**src/ivm_pkg.sv**
```systemverilog
// Package with vector map constants and carrier types for the interrupt vector map.
package ivm_pkg;
	// ****************************************************************
	// Vector numbers and table layout
	// ****************************************************************
	localparam int VEC_W = 8;
	localparam int LVL_W = 5;
	localparam int LVL_IDX_W = 6;
	localparam int NUM_LVL_REGS = 48;
	localparam logic [31:0] TABLE_BASE_RST = 32'h000F_FC00;
	localparam logic [31:0] TABLE_TOP_OFFSET = 32'h0000_03FC;
	localparam logic [VEC_W-1:0] VEC_NMI = 8'h0F;
	localparam logic [VEC_W-1:0] VEC_FIRST_MASKABLE = 8'h10;
	localparam logic [VEC_W-1:0] VEC_TIMEBASE = 8'h2F;
	localparam logic [VEC_W-1:0] VEC_DELAYED = 8'h3F;
	localparam logic [VEC_W-1:0] VEC_OS_LO = 8'h40;
	localparam logic [VEC_W-1:0] VEC_OS_HI = 8'h41;
	localparam logic [VEC_W-1:0] VEC_TRAP_FIRST = 8'h50;
	localparam logic [LVL_W-1:0] LVL_NMI = 5'h0F;
	localparam logic [LVL_W-1:0] LVL_NONE = 5'h1F;

	// ****************************************************************
	// Carrier types
	// ****************************************************************
	typedef enum logic [1:0] {
		IVM_CLS_FIXED,
		IVM_CLS_MASKABLE,
		IVM_CLS_OS,
		IVM_CLS_TRAP
	} ivm_class_t;

	typedef struct packed {
		logic valid;
		logic [VEC_W-1:0] vec;
		logic [31:0] addr;
		logic [LVL_W-1:0] level;
		logic has_level;
		logic [LVL_IDX_W-1:0] lvl_idx;
		ivm_class_t cls;
	} ivm_fetch_t;
endpackage : ivm_pkg

```
**src/ivm_level_sel.sv**
```systemverilog
// Selects the priority level register that belongs to a vector number.
`timescale 1ns/1ps
`default_nettype none
module ivm_level_sel
	import ivm_pkg::*;
#(
	parameter int NUM_REGS = NUM_LVL_REGS
) (
	input wire logic [VEC_W-1:0] vec_in, // Vector number
	input wire logic [NUM_REGS*LVL_W-1:0] levels_in, // Flat level register set
	output logic has_level_out, // Vector owns a level register
	output logic [LVL_IDX_W-1:0] idx_out, // Level register index
	output logic [LVL_W-1:0] level_out // Level for the vector
);
	wire logic [VEC_W-1:0] rel_w;
	wire logic in_range_w;
	wire logic is_nmi_w;
	wire logic [LVL_W-1:0] picked_w;

	assign rel_w = vec_in - VEC_FIRST_MASKABLE;
	assign in_range_w = (vec_in >= VEC_FIRST_MASKABLE) && (rel_w < NUM_REGS[VEC_W-1:0]);
	assign is_nmi_w = (vec_in == VEC_NMI);
	assign picked_w = levels_in[rel_w[LVL_IDX_W-1:0]*LVL_W +: LVL_W];
	assign has_level_out = in_range_w;
	assign idx_out = in_range_w ? rel_w[LVL_IDX_W-1:0] : '0;
	assign level_out = in_range_w ? picked_w : (is_nmi_w ? LVL_NMI : LVL_NONE);
endmodule : ivm_level_sel
`default_nettype wire

```
**src/ivm_vector_map.sv**
```systemverilog
// Interrupt vector map: vector number to handler fetch address and level.
// Operation
// Handler address is table base plus 0x3FC minus four times vector number.
// Vectors 80 to 255 have no source or level; only trap instruction reaches.
// Delayed-interrupt source raises vector 63 with the last level register.
// Time-base timer overflow raises vector 47 with level register 31.
// Vectors 64 and 65 are kept for the OS, no level register.
// Vectors 16-63 use level register n-16; 0-14 none; NMI fixed level 15.
`timescale 1ns/1ps
`default_nettype none
module ivm_vector_map
	import ivm_pkg::*;
#(
	parameter int NUM_REGS = NUM_LVL_REGS
) (
	input wire logic ref_clk_in, // CPU clock
	input wire logic reset_n_in, // Asynchronous reset, active low
	input wire logic [31:0] vector_table_base_in, // Table base register value
	input wire logic [NUM_REGS*LVL_W-1:0] source_level_setting_in, // Level registers
	input wire logic take_in, // CPU takes a hardware exception
	input wire logic [VEC_W-1:0] take_vec_in, // Hardware vector number
	input wire logic trap_in, // Software trap instruction
	input wire logic [VEC_W-1:0] trap_vec_in, // Vector named by the trap
	input wire logic timebase_ovf_in, // Time-base timer overflow
	input wire logic delayed_irq_in, // Delayed-interrupt source bit
	output var ivm_fetch_t fetch_out, // Registered fetch request
	output logic reject_out, // Hardware request on trap-only vector
	output logic [VEC_W-1:0] src_vec_out, // Vector raised by a mapped source
	output logic src_req_out, // A mapped source is requesting
	output logic [LVL_W-1:0] src_level_out // Level of that source
);
	// ****************************************************************
	// Address and class decoding
	// ****************************************************************
	function automatic logic [31:0] vec_addr(input logic [31:0] base, input logic [VEC_W-1:0] v);
		vec_addr = base + TABLE_TOP_OFFSET - {22'd0, v, 2'b00};
	endfunction : vec_addr

	function automatic ivm_class_t vec_class(input logic [VEC_W-1:0] v);
		if (v >= VEC_TRAP_FIRST)
			vec_class = IVM_CLS_TRAP;
		else if (v == VEC_OS_LO || v == VEC_OS_HI)
			vec_class = IVM_CLS_OS;
		else if (v >= VEC_FIRST_MASKABLE && v <= VEC_DELAYED)
			vec_class = IVM_CLS_MASKABLE;
		else
			vec_class = IVM_CLS_FIXED;
	endfunction : vec_class

	// Software traps win over a hardware take in the same cycle; the core never issues both.
	wire logic [VEC_W-1:0] sel_vec_w;
	wire logic hw_bad_w;
	wire logic accept_w;
	wire logic has_lvl_w;
	wire logic [LVL_IDX_W-1:0] idx_w;
	wire logic [LVL_W-1:0] lvl_w;
	wire logic [LVL_W-1:0] src_lvl_w;
	wire ivm_fetch_t fetch_nxt;

	assign sel_vec_w = trap_in ? trap_vec_in : take_vec_in;
	assign hw_bad_w = !trap_in && take_in && (vec_class(take_vec_in) == IVM_CLS_TRAP);
	assign accept_w = trap_in || (take_in && !hw_bad_w);

	ivm_level_sel #(.NUM_REGS(NUM_REGS)) u_sel (
		.vec_in(sel_vec_w),
		.levels_in(source_level_setting_in),
		.has_level_out(has_lvl_w),
		.idx_out(idx_w),
		.level_out(lvl_w)
	);

	assign fetch_nxt.valid = accept_w;
	assign fetch_nxt.vec = sel_vec_w;
	assign fetch_nxt.addr = vec_addr(vector_table_base_in, sel_vec_w);
	assign fetch_nxt.level = lvl_w;
	assign fetch_nxt.has_level = has_lvl_w;
	assign fetch_nxt.lvl_idx = idx_w;
	assign fetch_nxt.cls = vec_class(sel_vec_w);

	// ****************************************************************
	// Mapped sources
	// ****************************************************************
	// The delayed interrupt is the OS task switch; it outranks the timer here.
	assign src_req_out = delayed_irq_in || timebase_ovf_in;
	assign src_vec_out = delayed_irq_in ? VEC_DELAYED : (timebase_ovf_in ? VEC_TIMEBASE : '0);
	assign src_lvl_w = delayed_irq_in
		? source_level_setting_in[(int'(VEC_DELAYED - VEC_FIRST_MASKABLE))*LVL_W +: LVL_W]
		: source_level_setting_in[(int'(VEC_TIMEBASE - VEC_FIRST_MASKABLE))*LVL_W +: LVL_W];
	assign src_level_out = src_req_out ? src_lvl_w : LVL_NONE;

	// ****************************************************************
	// Output register
	// ****************************************************************
	always_ff @(posedge ref_clk_in or negedge reset_n_in) begin
		if (!reset_n_in) begin
			fetch_out <= '0;
			reject_out <= 1'b0;
		end else begin
			fetch_out <= fetch_nxt;
			reject_out <= hw_bad_w;
		end
	end

	// Level register positions that the fetch checks for vectors 47 and 63 look at.
	localparam int TIMER_LVL_LSB = int'(VEC_TIMEBASE - VEC_FIRST_MASKABLE) * LVL_W;
	localparam int DELAYED_LVL_LSB = (NUM_REGS - 1) * LVL_W;
endmodule : ivm_vector_map
`default_nettype wire

```
**config.mk**
```make
export PLATFORM = sky130hd
export DESIGN_NAME = ivm_vector_map
export DESIGN_NICKNAME = d
export VERILOG_FILES = /design/src/ivm_pkg.sv /design/src/ivm_level_sel.sv /design/src/ivm_vector_map.sv
export SDC_FILE = /design/constraint.sdc
export NUM_CORES = 1
export LEC_CHECK = 0
export ABC_AREA = 0
export BUFFER_PORTS_ARGS = -buffer_cell sky130_fd_sc_hd__buf_2
export CORE_AREA = 2 2 142 144
export DETAILED_ROUTE_END_ITERATION = 8
export DIE_AREA = 0 0 144 146
export PLACE_DENSITY = 0.65
export SLEW_MARGIN = 20
export SYNTH_ARGS = -nofsm -noshare
export SYNTH_HDL_FRONTEND = slang
export SYNTH_HIERARCHICAL = 1
export SYNTH_SLANG_ARGS = --single-unit
```
**constraint.sdc**
```tcl
create_clock -name ref_clk_in -period 2.01 [get_ports ref_clk_in]
set_input_delay 0.603 -clock ref_clk_in [delete_from_list [all_inputs] [get_ports ref_clk_in]]
set_output_delay 0.603 -clock ref_clk_in [all_outputs]
set_load 0.05 [all_outputs]
```
# [Yosys cells after proc, flatten, opt, wreduce, memory -nomap -nowiden]
# Index checks and enable logic that the tools add are counted.
[totals] word_cells=52 in_bits=294 ff_bits=56 out_inout_bits=70
[op_classes] shift=1 n_mul=1 eq_ne=6 mux=14 addsub=3 n_lt_le_gt_ge=7 n_reduce_logical=12
[op_table] cell="240-bit by 10-bit indexed part select with 5-bit output" n=1
[op_table] cell="32-bit by 10-bit adder with 32-bit output, second input constant" n=1
[op_table] cell="8-bit by 7-bit == test with 1-bit output, second input constant" n=4
[op_table] cell="32-bit by 10-bit subtractor with 32-bit output" n=1
[op_table] cell="5-bit 2-to-1 mux" n=4
[op_table] cell="6-bit 2-to-1 mux" n=3
[op_table] cell="8-bit by 5-bit >= comparator with 1-bit output, second input constant" n=2
[op_table] cell="8-bit by 7-bit >= comparator with 1-bit output, second input constant" n=2
[op_table] cell="8-bit by 6-bit less-or-equal comparator with 1-bit output, second input constant" n=2
[op_table] cell="6-bit by 3-bit multiplier with 9-bit output, second input constant" n=1
[op_table] cell="8-bit by 4-bit == test with 1-bit output, second input constant" n=1
[op_table] cell="8-bit by 6-bit less-than comparator with 1-bit output, second input constant" n=1
[op_table] cell="2-bit 2-to-1 mux" n=4
[op_table] cell="8-bit 2-to-1 mux" n=1
[op_table] cell="8-bit by 5-bit subtractor with 8-bit output, second input constant" n=1
[op_table] cell="1-bit logical AND" n=6
[op_table] cell="1-bit logical OR" n=4
[op_table] cell="2-bit == test, second input constant" n=1
[op_table] cell="1-bit logical NOT" n=2
[op_table] cell="1-bit 2-to-1 mux" n=2

# [Logic depth before layout (Yosys ltp)]
# Gate-level depths: netlist of run 1.
[logic_depth] word_depth=10 mapped_depth=13 depth_no_buf=12

# [Modules after synthesis]
# The synthesis of run 1 kept the hierarchy.
[by_module_without_submodules] mod="ivm_vector_map" area_per_inst_um2=3616.0 cells_each=382 seq_area_each_um2=1401.3 instances=1
[by_module_without_submodules] mod="ivm_level_sel" area_per_inst_um2=2133.3 cells_each=175 seq_area_each_um2=0.0 instances=1

# [Worst setup path after synthesis of run 1]
# No wires, ideal clock.
[synth_timing] kind="in2reg" startpoint="input trap_in" endpoint="register fetch_out[45] (netlist name)" path_buffers=1 arrival_ns=3.360 slack_ns=-1.471 cell_stages=12 required_ns=1.890 cell_sequence="clkbuf_1 > mux2_2 > ha_1 > inv_1 > ha_1 > and3_1 > a221o_1 > nand2_1 > a31oi_1 > o22a_1 > a211o_1 > o211a_1"
[synth_rtl] element="start, declared" line_no="ivm_vector_map.sv:22" rtl="input wire logic trap_in,"
[synth_rtl] element="end signal, assigned" line_no="ivm_vector_map.sv:99" rtl="fetch_out <= fetch_nxt;"
[synth_rtl] element="end, declared" line_no="ivm_vector_map.sv:26" rtl="output var ivm_fetch_t fetch_out,"

==> results of run 1 <==
[sequential cells by signal, summed over array words and instances (netlist names)]
| signal | count |
|---|---|
| fetch_out | 55 |
| reject_out | 1 |
[layer usage]
| layer | wire length, um | vias up | share of wire, % | global-route usage [%] |
|---|---|---|---|---|
| li1 | - | 3039 | - | - |
| met1 | 10000 | 3149 | 39 | 29.9 |
| met2 | 13600 | 294 | 53 | 43.0 |
| met3 | 1910 | 26 | 7.4 | 4.28 |
| met4 | 329 | 2 | 1.3 | 4.31 |
| met5 | 13 | - | 0.050 | 0 |
[cells in the mapped netlist, types with 3 or more instances]
library cell and number:
mux2_2 10, nor2b_1 7, ha_1 40, inv_1 61, or2_2 3, and2_1 9, nor3_1 8, buf_4 10
nand3_1 11, buf_2 6, mux4_1 8, o21bai_1 7, a221o_1 3, a21o_1 10, xnor2_1 15, nand2_1 36
a31oi_1 10, o21ai_0 10, xor2_1 14, o21ai_1 4, and3_1 3, nand2b_1 4, o22a_1 4, dfrtp_1 56
a22oi_1 18, mux2i_1 9, nor2_1 28, o21a_1 3, clkbuf_1 15, o31ai_1 4, a21oi_1 33, mux4_2 52
[what timing repair did]
item                       4_1_cts  5_1_grt
setup endpoints to repair       40       43
setup buffers                   10        6
resized for setup               77       34
pin swaps                       26       30
cloned                           4        1
[power by group through the flow]
stage | clock, mW | combinational (mW) | sequential [mW]
after floorplan | 0 | 1.38 | 2.17
after global placement | 0 | 3.29 | 1.43
after detailed placement | 0 | 3.33 | 1.43
after CTS | 1.07 | 3.61 | 1.40
after global routing | 1.11 | 3.94 | 1.42
final | 1.04 | 3.71 | 1.40
[final timing paths]
check,slack [ns],endpoint,start
worst max-delay path,-0.73,fetch_out[44],trap_in
worst min-delay path,0.30,fetch_out[14],reset_n_in
max in group asynchronous,1.45,fetch_out[50],reset_n_in
min in group ref_clk_in,0.41,fetch_out[14],vector_table_base_in[0]
[critical path, stage by stage]
cell	delay [ns]
buf_12	0.11
mux2_4	0.33
ha_4	0.27
inv_2	0.04
ha_4	0.26
and3_4	0.18
a221o_1	0.19
a21oi_2	0.08
o21ai_2	0.22
a41oi_4	0.17
o41ai_2	0.35
xor2_1	0.16
[cell families after synthesis]
kind of cell | after synthesis | synth area share (%)
AO/OA/AOI/OAI | 139 | 17.6
AND/OR/NAND/NOR | 117 | 9.66
buffers and inverters | 96 | 7.60
multiplexers | 79 | 27.6
flip-flops | 56 | 24.4
adder cells (fa/ha/maj) | 40 | 8.71
XOR/XNOR | 29 | 4.42
other | 1 | 0.0652
[stage by stage]
stage | total power, mW | cell area, um^2 | setup WS (ns) | util (%)
after floorplan | 3.55 | 5990 | -1.03 | -
after global placement | 4.72 | 8880 | -1.25 | 45.9
after detailed placement | 4.76 | 8880 | -1.32 | 45.9
after CTS | 6.08 | 9590 | -0.745 | 49.6
after global routing | 6.48 | 9780 | -0.809 | 50.6
final | 6.15 | 9780 | -0.731 | 50.6
[layout make-up]
| class | count | share of cell area, % |
|---|---|---|
| well taps | 265 | 3.39 |
| multi-input cells | 406 | 45.4 |
| clock inverters | 2 | 0.397 |
| repair buffers | 510 | 32.7 |
| inverters | 61 | 2.42 |
| diodes | 5 | 0.128 |
| clock buffers | 6 | 1.32 |
| flip-flops and latches | 56 | 14.3 |
==> results.md, run 1 <==
- P_int: 3.53 mW
- Routed WL: about 26,000 um
- Worst Setup Path Type: input pin to flop
- Core area: 19,300 um^2
- Register area share after synthesis: approximately a quarter
- Die area: between 20,000 and 25,000 um^2
- Ys Warns: 6
- Rel. slew slack: 48.2%
- Final hold vios: 0
- Vias in the first global route: between 6k and 7k
- Most common cell after layout, fill and taps aside: buf_2
- Post-synth EDFFs: 0
- Net Sw Frac: a little over two fifths
- Clock sinks: 56
- Hold Buf Count CTS: 0
- Global-route wire length before repair: roughly 38,000 um
- Tcrit/Tclk final: 136%
- Peak supply drop: between 0.3 and 0.4 mV
- Post-route minimum period: roughly 2.7 ns
- Synth area leader: dfrtp_1
- Area growth syn-to-layout: 70.1%
- Flop pwr share: 22.8%
- I/O pin count: roughly 360
- Area of the multi-input gates: about 4400 um^2
- Placer Congestion: 0.973
- Post-route setup TNS: -16.20 ns
- Cts bufs inserted: 5
- Crit path arrival time: between 2 and 3 ns
- Syn Inst Count: between 500 and 600
- Seq. cell area: 1400 um^2
- # H-tree levels: 2
- Top cells by area, synth: dfrtp_1 24%, mux4_2 20%, ha_1 8.7%, inv_1 4.0%, mux4_1 3.7%
- Initial antenna violation count: 5
- Post-synth cell types: 67
- Avg Inst Size Synth: approximately 10 um^2
- Starting Density: between 20 and 30%
- Pins Over Slew Limit: 0
- Leakage power: between 4 and 5 nW
- Comb power frac: 60.3%
- Clock share of power: 16.9%
- Crit start category: input pin
- Top-area cell type share of the netlist area: roughly 24%
- Worst-path clk slew: approximately 0.080 ns
- CTS tree: done
- Fillers: 1,795
- Total gr overflow: 0
- Netlist Area Pre-Place: between 5000 and 6000 um^2
- Synth Flop Type: dfrtp_1
- Pwr dens: roughly 630 nW/um^2
- Slew @ Worst Pin: between 0.7 and 0.8 ns
- Final setup fails: 33
- Root Buffer: clkbuf_16
- Failing checks: negative setup slack
- #FFs+latches synth: 56
- Port Buffers: between 300 and 400
- Chip width: 144 um
- Share of cells above drive strength 1: 65.7%
- Setup slack after layout: -0.731 ns
- Vias per inst: between 4 and 5
- Hold Slack: just under 0.3 ns
- Largest net degree at the start of global routing: 57
- Outcome: finished, violations left
- Max-cap viol count: 0
- DIE HEIGHT: 146 um
- GR Util All Layers: 23.9%
- CP Max Fanout: 5
- Non-Filler Instances: about 1.3k
- CTS max path bufs: 2
- CP Capture Type: flop
- Row count: a little over 50
- FMAX: approximately 360 MHz
- Number of routed nets with antenna violations: 0
- Total number of vias: around 6.5k
- NumNets Final: 1,374
- First-pass iteration count of the detailed router: 4
- Initial DRC Count: about 360
- RSZ-0062 raised after global routing: true
- Net Sw Power: 2.62 mW
- Data required time of the worst path: 2.23 ns
- Most frequent cells in the layout: 358 x buf_2, 126 x buf_4, 56 x dfrtp_1, 55 x mux4_2, 52 x inv_1
- Async set-reset flop share out of synthesis: between 90% and 100%
- Placed insts: around 1.3k
- Remaining DRCs: 0
- Avg WL per Cell: about 20 um
- HPWL after detailed placement: 21,100 um
- Worst Hold Class: input pin to async pin
Power figures use the tool's default switching activity.
==> run 2: changes to the inputs <==
==> constraint.sdc (replaced) <==
create_clock -name ref_clk_in -period 2.01 [get_ports ref_clk_in]
set_input_delay 0.3015 -clock ref_clk_in [delete_from_list [all_inputs] [get_ports ref_clk_in]]
set_output_delay 0.3015 -clock ref_clk_in [all_outputs]
set_load 0.05 [all_outputs]
==> results.md, run 2 (same netlist as run 1, synthesis figures left out) <==
- Max-cap viol count: 0 (unchanged)
- Total gr overflow: 0 (unchanged)
- Data required time of the worst path: 2.21 ns (-0.02 ns)
- Min-delay src: vector_table_base_in[0]
- Root Buffer: clkbuf_16
- Largest register FFs: 55 (unchanged)
- Most frequent cells in the layout: 360 x buf_2, 81 x buf_4, 56 x inv_1, 56 x dfrtp_1, 55 x mux4_2
- Rel. slew slack: 58.0% (+9.9 points)
- Area growth syn-to-layout: 63.7%
- CP Max Fanout: 5 (unchanged)
- Total number of vias: 6,395 (-1.8%)
- Global-route wire length before repair: 37,000 um (-2.0%)
- CTS max path bufs: 2 (unchanged)
- Busiest grt layer: met2
- FMAX: 408 MHz (+12%)
- Crit start category: input pin
- GR Util All Layers: 23.6% (-0.25 points)
- Worst Hold Class: input pin to flop
- Worst Setup Path Type: input pin to flop
- Remaining DRCs: 0 (unchanged)
- Failing checks: negative setup slack
- Placer Congestion: 0.950 (-2.4%)
- Core area: 19,300 um^2 (unchanged)
- Largest net degree at the start of global routing: 55 (-3.5%)
- Die area: 21,000 um^2 (unchanged)
- Routed WL: 25,300 um (-2.1%)
- Setup slack after layout: -0.440 ns (+0.292 ns)
- Share of cells above drive strength 1: 62.4% (-3.3 points)
- Port Buffers: 361 (unchanged)
- Starting Density: 29.7% (unchanged)
- Clock sinks: 56 (unchanged)
- Tcrit/Tclk final: 122% (-15 points)
- Critical path startpoint: trap_in
- RSZ-0062 raised after global routing: true
- Cts bufs inserted: 5 (unchanged)
- Pwr dens: 650 nW/um^2 (+3.4%)
- CP Capture Type: flop
- Final hold vios: 0 (unchanged)
- DIE HEIGHT: 146 um (unchanged)
- Final setup fails: 28 (-15%)
- Slew @ Worst Pin: 0.626 ns (-0.149 ns)
- Chip width: 144 um (unchanged)
- Hold Slack: 0.0960 ns (-0.202 ns)
- Number of routed nets with antenna violations: 0 (unchanged)
- Pins Over Slew Limit: 0 (unchanged)
- # H-tree levels: 2 (unchanged)
- Outcome: finished, violations left
- Met2 Track Usage GR: 40.6% (-2.5 points)
- Post-route minimum period: 2.45 ns (-0.292 ns)
- CTS tree: done
- Crit path arrival time: 2.65 ns (-0.31 ns)
- Peak supply drop: 0.361 mV (+16%)
- Most flop-heavy register: fetch_out
- Vias per inst: 5.06 (+1.8%)
- Row count: 51 (unchanged)
- HPWL after detailed placement: 20,200 um (-4.3%)
- Largest registers: fetch_out x55, reject_out x1
- NumNets Final: 1,329 (-3.3%)
- Initial antenna violation count: 14 (+9)
- Initial DRC Count: 292 (-18%)
- First-pass iteration count of the detailed router: 5 (+1)
- Avg WL per Cell: 20.0 um (+1.5%)
- Final core utilization: 48.7% (-1.9 points)
- Met3 Use GR: 8.52% (+4.2 points)
- Worst-path clk slew: 0.08 ns (about the same)
- Met1 Usage GRT: 27.5% (-2.4 points)
- Final Total Pwr: 6.12 mW (-0.45%)
- I/O pin count: 364 (unchanged)
- Crit path capture: fetch_out[39]
- Leakage power: 4.62 nW (-4.6%)
- Vias in the first global route: 6,553 (-0.17%)
- Most common cell after layout, fill and taps aside: buf_2
run 2: cell count changes in the layout (fill, tap and decap cells not counted), moves of 3 or more:
cell     previous run  this run
a21oi_2            12         6
buf_4             126        81
buf_6              10         5
inv_1              52        56
a21oi_1            22        27
xnor2_1            11        14
run 2: metal layers:
metal  part of all wire, %  up-vias
met5                  0.24        -
met4                   2.0       12
met3                   9.7       39
met2                    51      306
met1                    38     3081
li1                      -     2957
run 2: worst min-delay path by stage:
stage          slack, ns  cells past startpoint            end
2_1_floorplan      0.006                      0   fetch_out[0]
3_3_place_gp        0.31                      1  fetch_out[14]
3_5_place_dp        0.32                      1  fetch_out[29]
4_1_cts             0.08                      1  fetch_out[14]
5_1_grt             0.09                      1  fetch_out[14]
6_report             0.1                      1  fetch_out[14]
run 2: stage by stage:
| step | setup TNS (ns) | setup slack (ns) | std cells | cell area, um^2 |
|---|---|---|---|---|
| floorplan | -13.43 | -0.730 | 558 | 5970 |
| global placement | -25.11 | -0.926 | 1234 | 8540 |
| detailed placement | -26.18 | -0.973 | 1234 | 8540 |
| CTS | -6.54 | -0.427 | 1257 | 9310 |
| global route | -8.92 | -0.532 | 1263 | 9410 |
| finish | -6.96 | -0.440 | 1265 | 9410 |
run 2: area by class of cell:
cell class	count	area [um^2]
Tap cell	265	332
Multi-Input combinational cell	406	4360
Antenna cell	5	12.5
Clock inverter	2	60.1
Timing Repair Buffer	465	2890
Fill cell	1813	9920
Clock buffer	5	125
Inverter	61	231
Sequential cell	56	1400
run 2: where the power goes:
part / internal, mW / switching [mW]
Clock: 0.709 / 0.444
Combinational: 1.51 / 2.07
Sequential: 1.33 / 0.0679
Total: 3.55 / 2.58
run 2: what timing repair did:
action / in CTS / in global routing
setup endpoints to repair: 37 / 36
cloned: 8 / 1
setup buffers: 8 / 6
hold buffers: 1 / 0
resized for setup: 73 / 24
endpoints found under the hold margin: 21 / 0
pin swaps: 45 / 25
run 2: critical path, stage by stage:
cell	delay, ns
buf_12	0.11
mux2_4	0.31
ha_4	0.27
inv_2	0.04
ha_4	0.21
and3_4	0.18
a221o_1	0.36
nand2_2	0.12
o221ai_2	0.12
o31ai_2	0.22
buf_4	0.17
a21oi_1	0.07
xor2_1	0.16
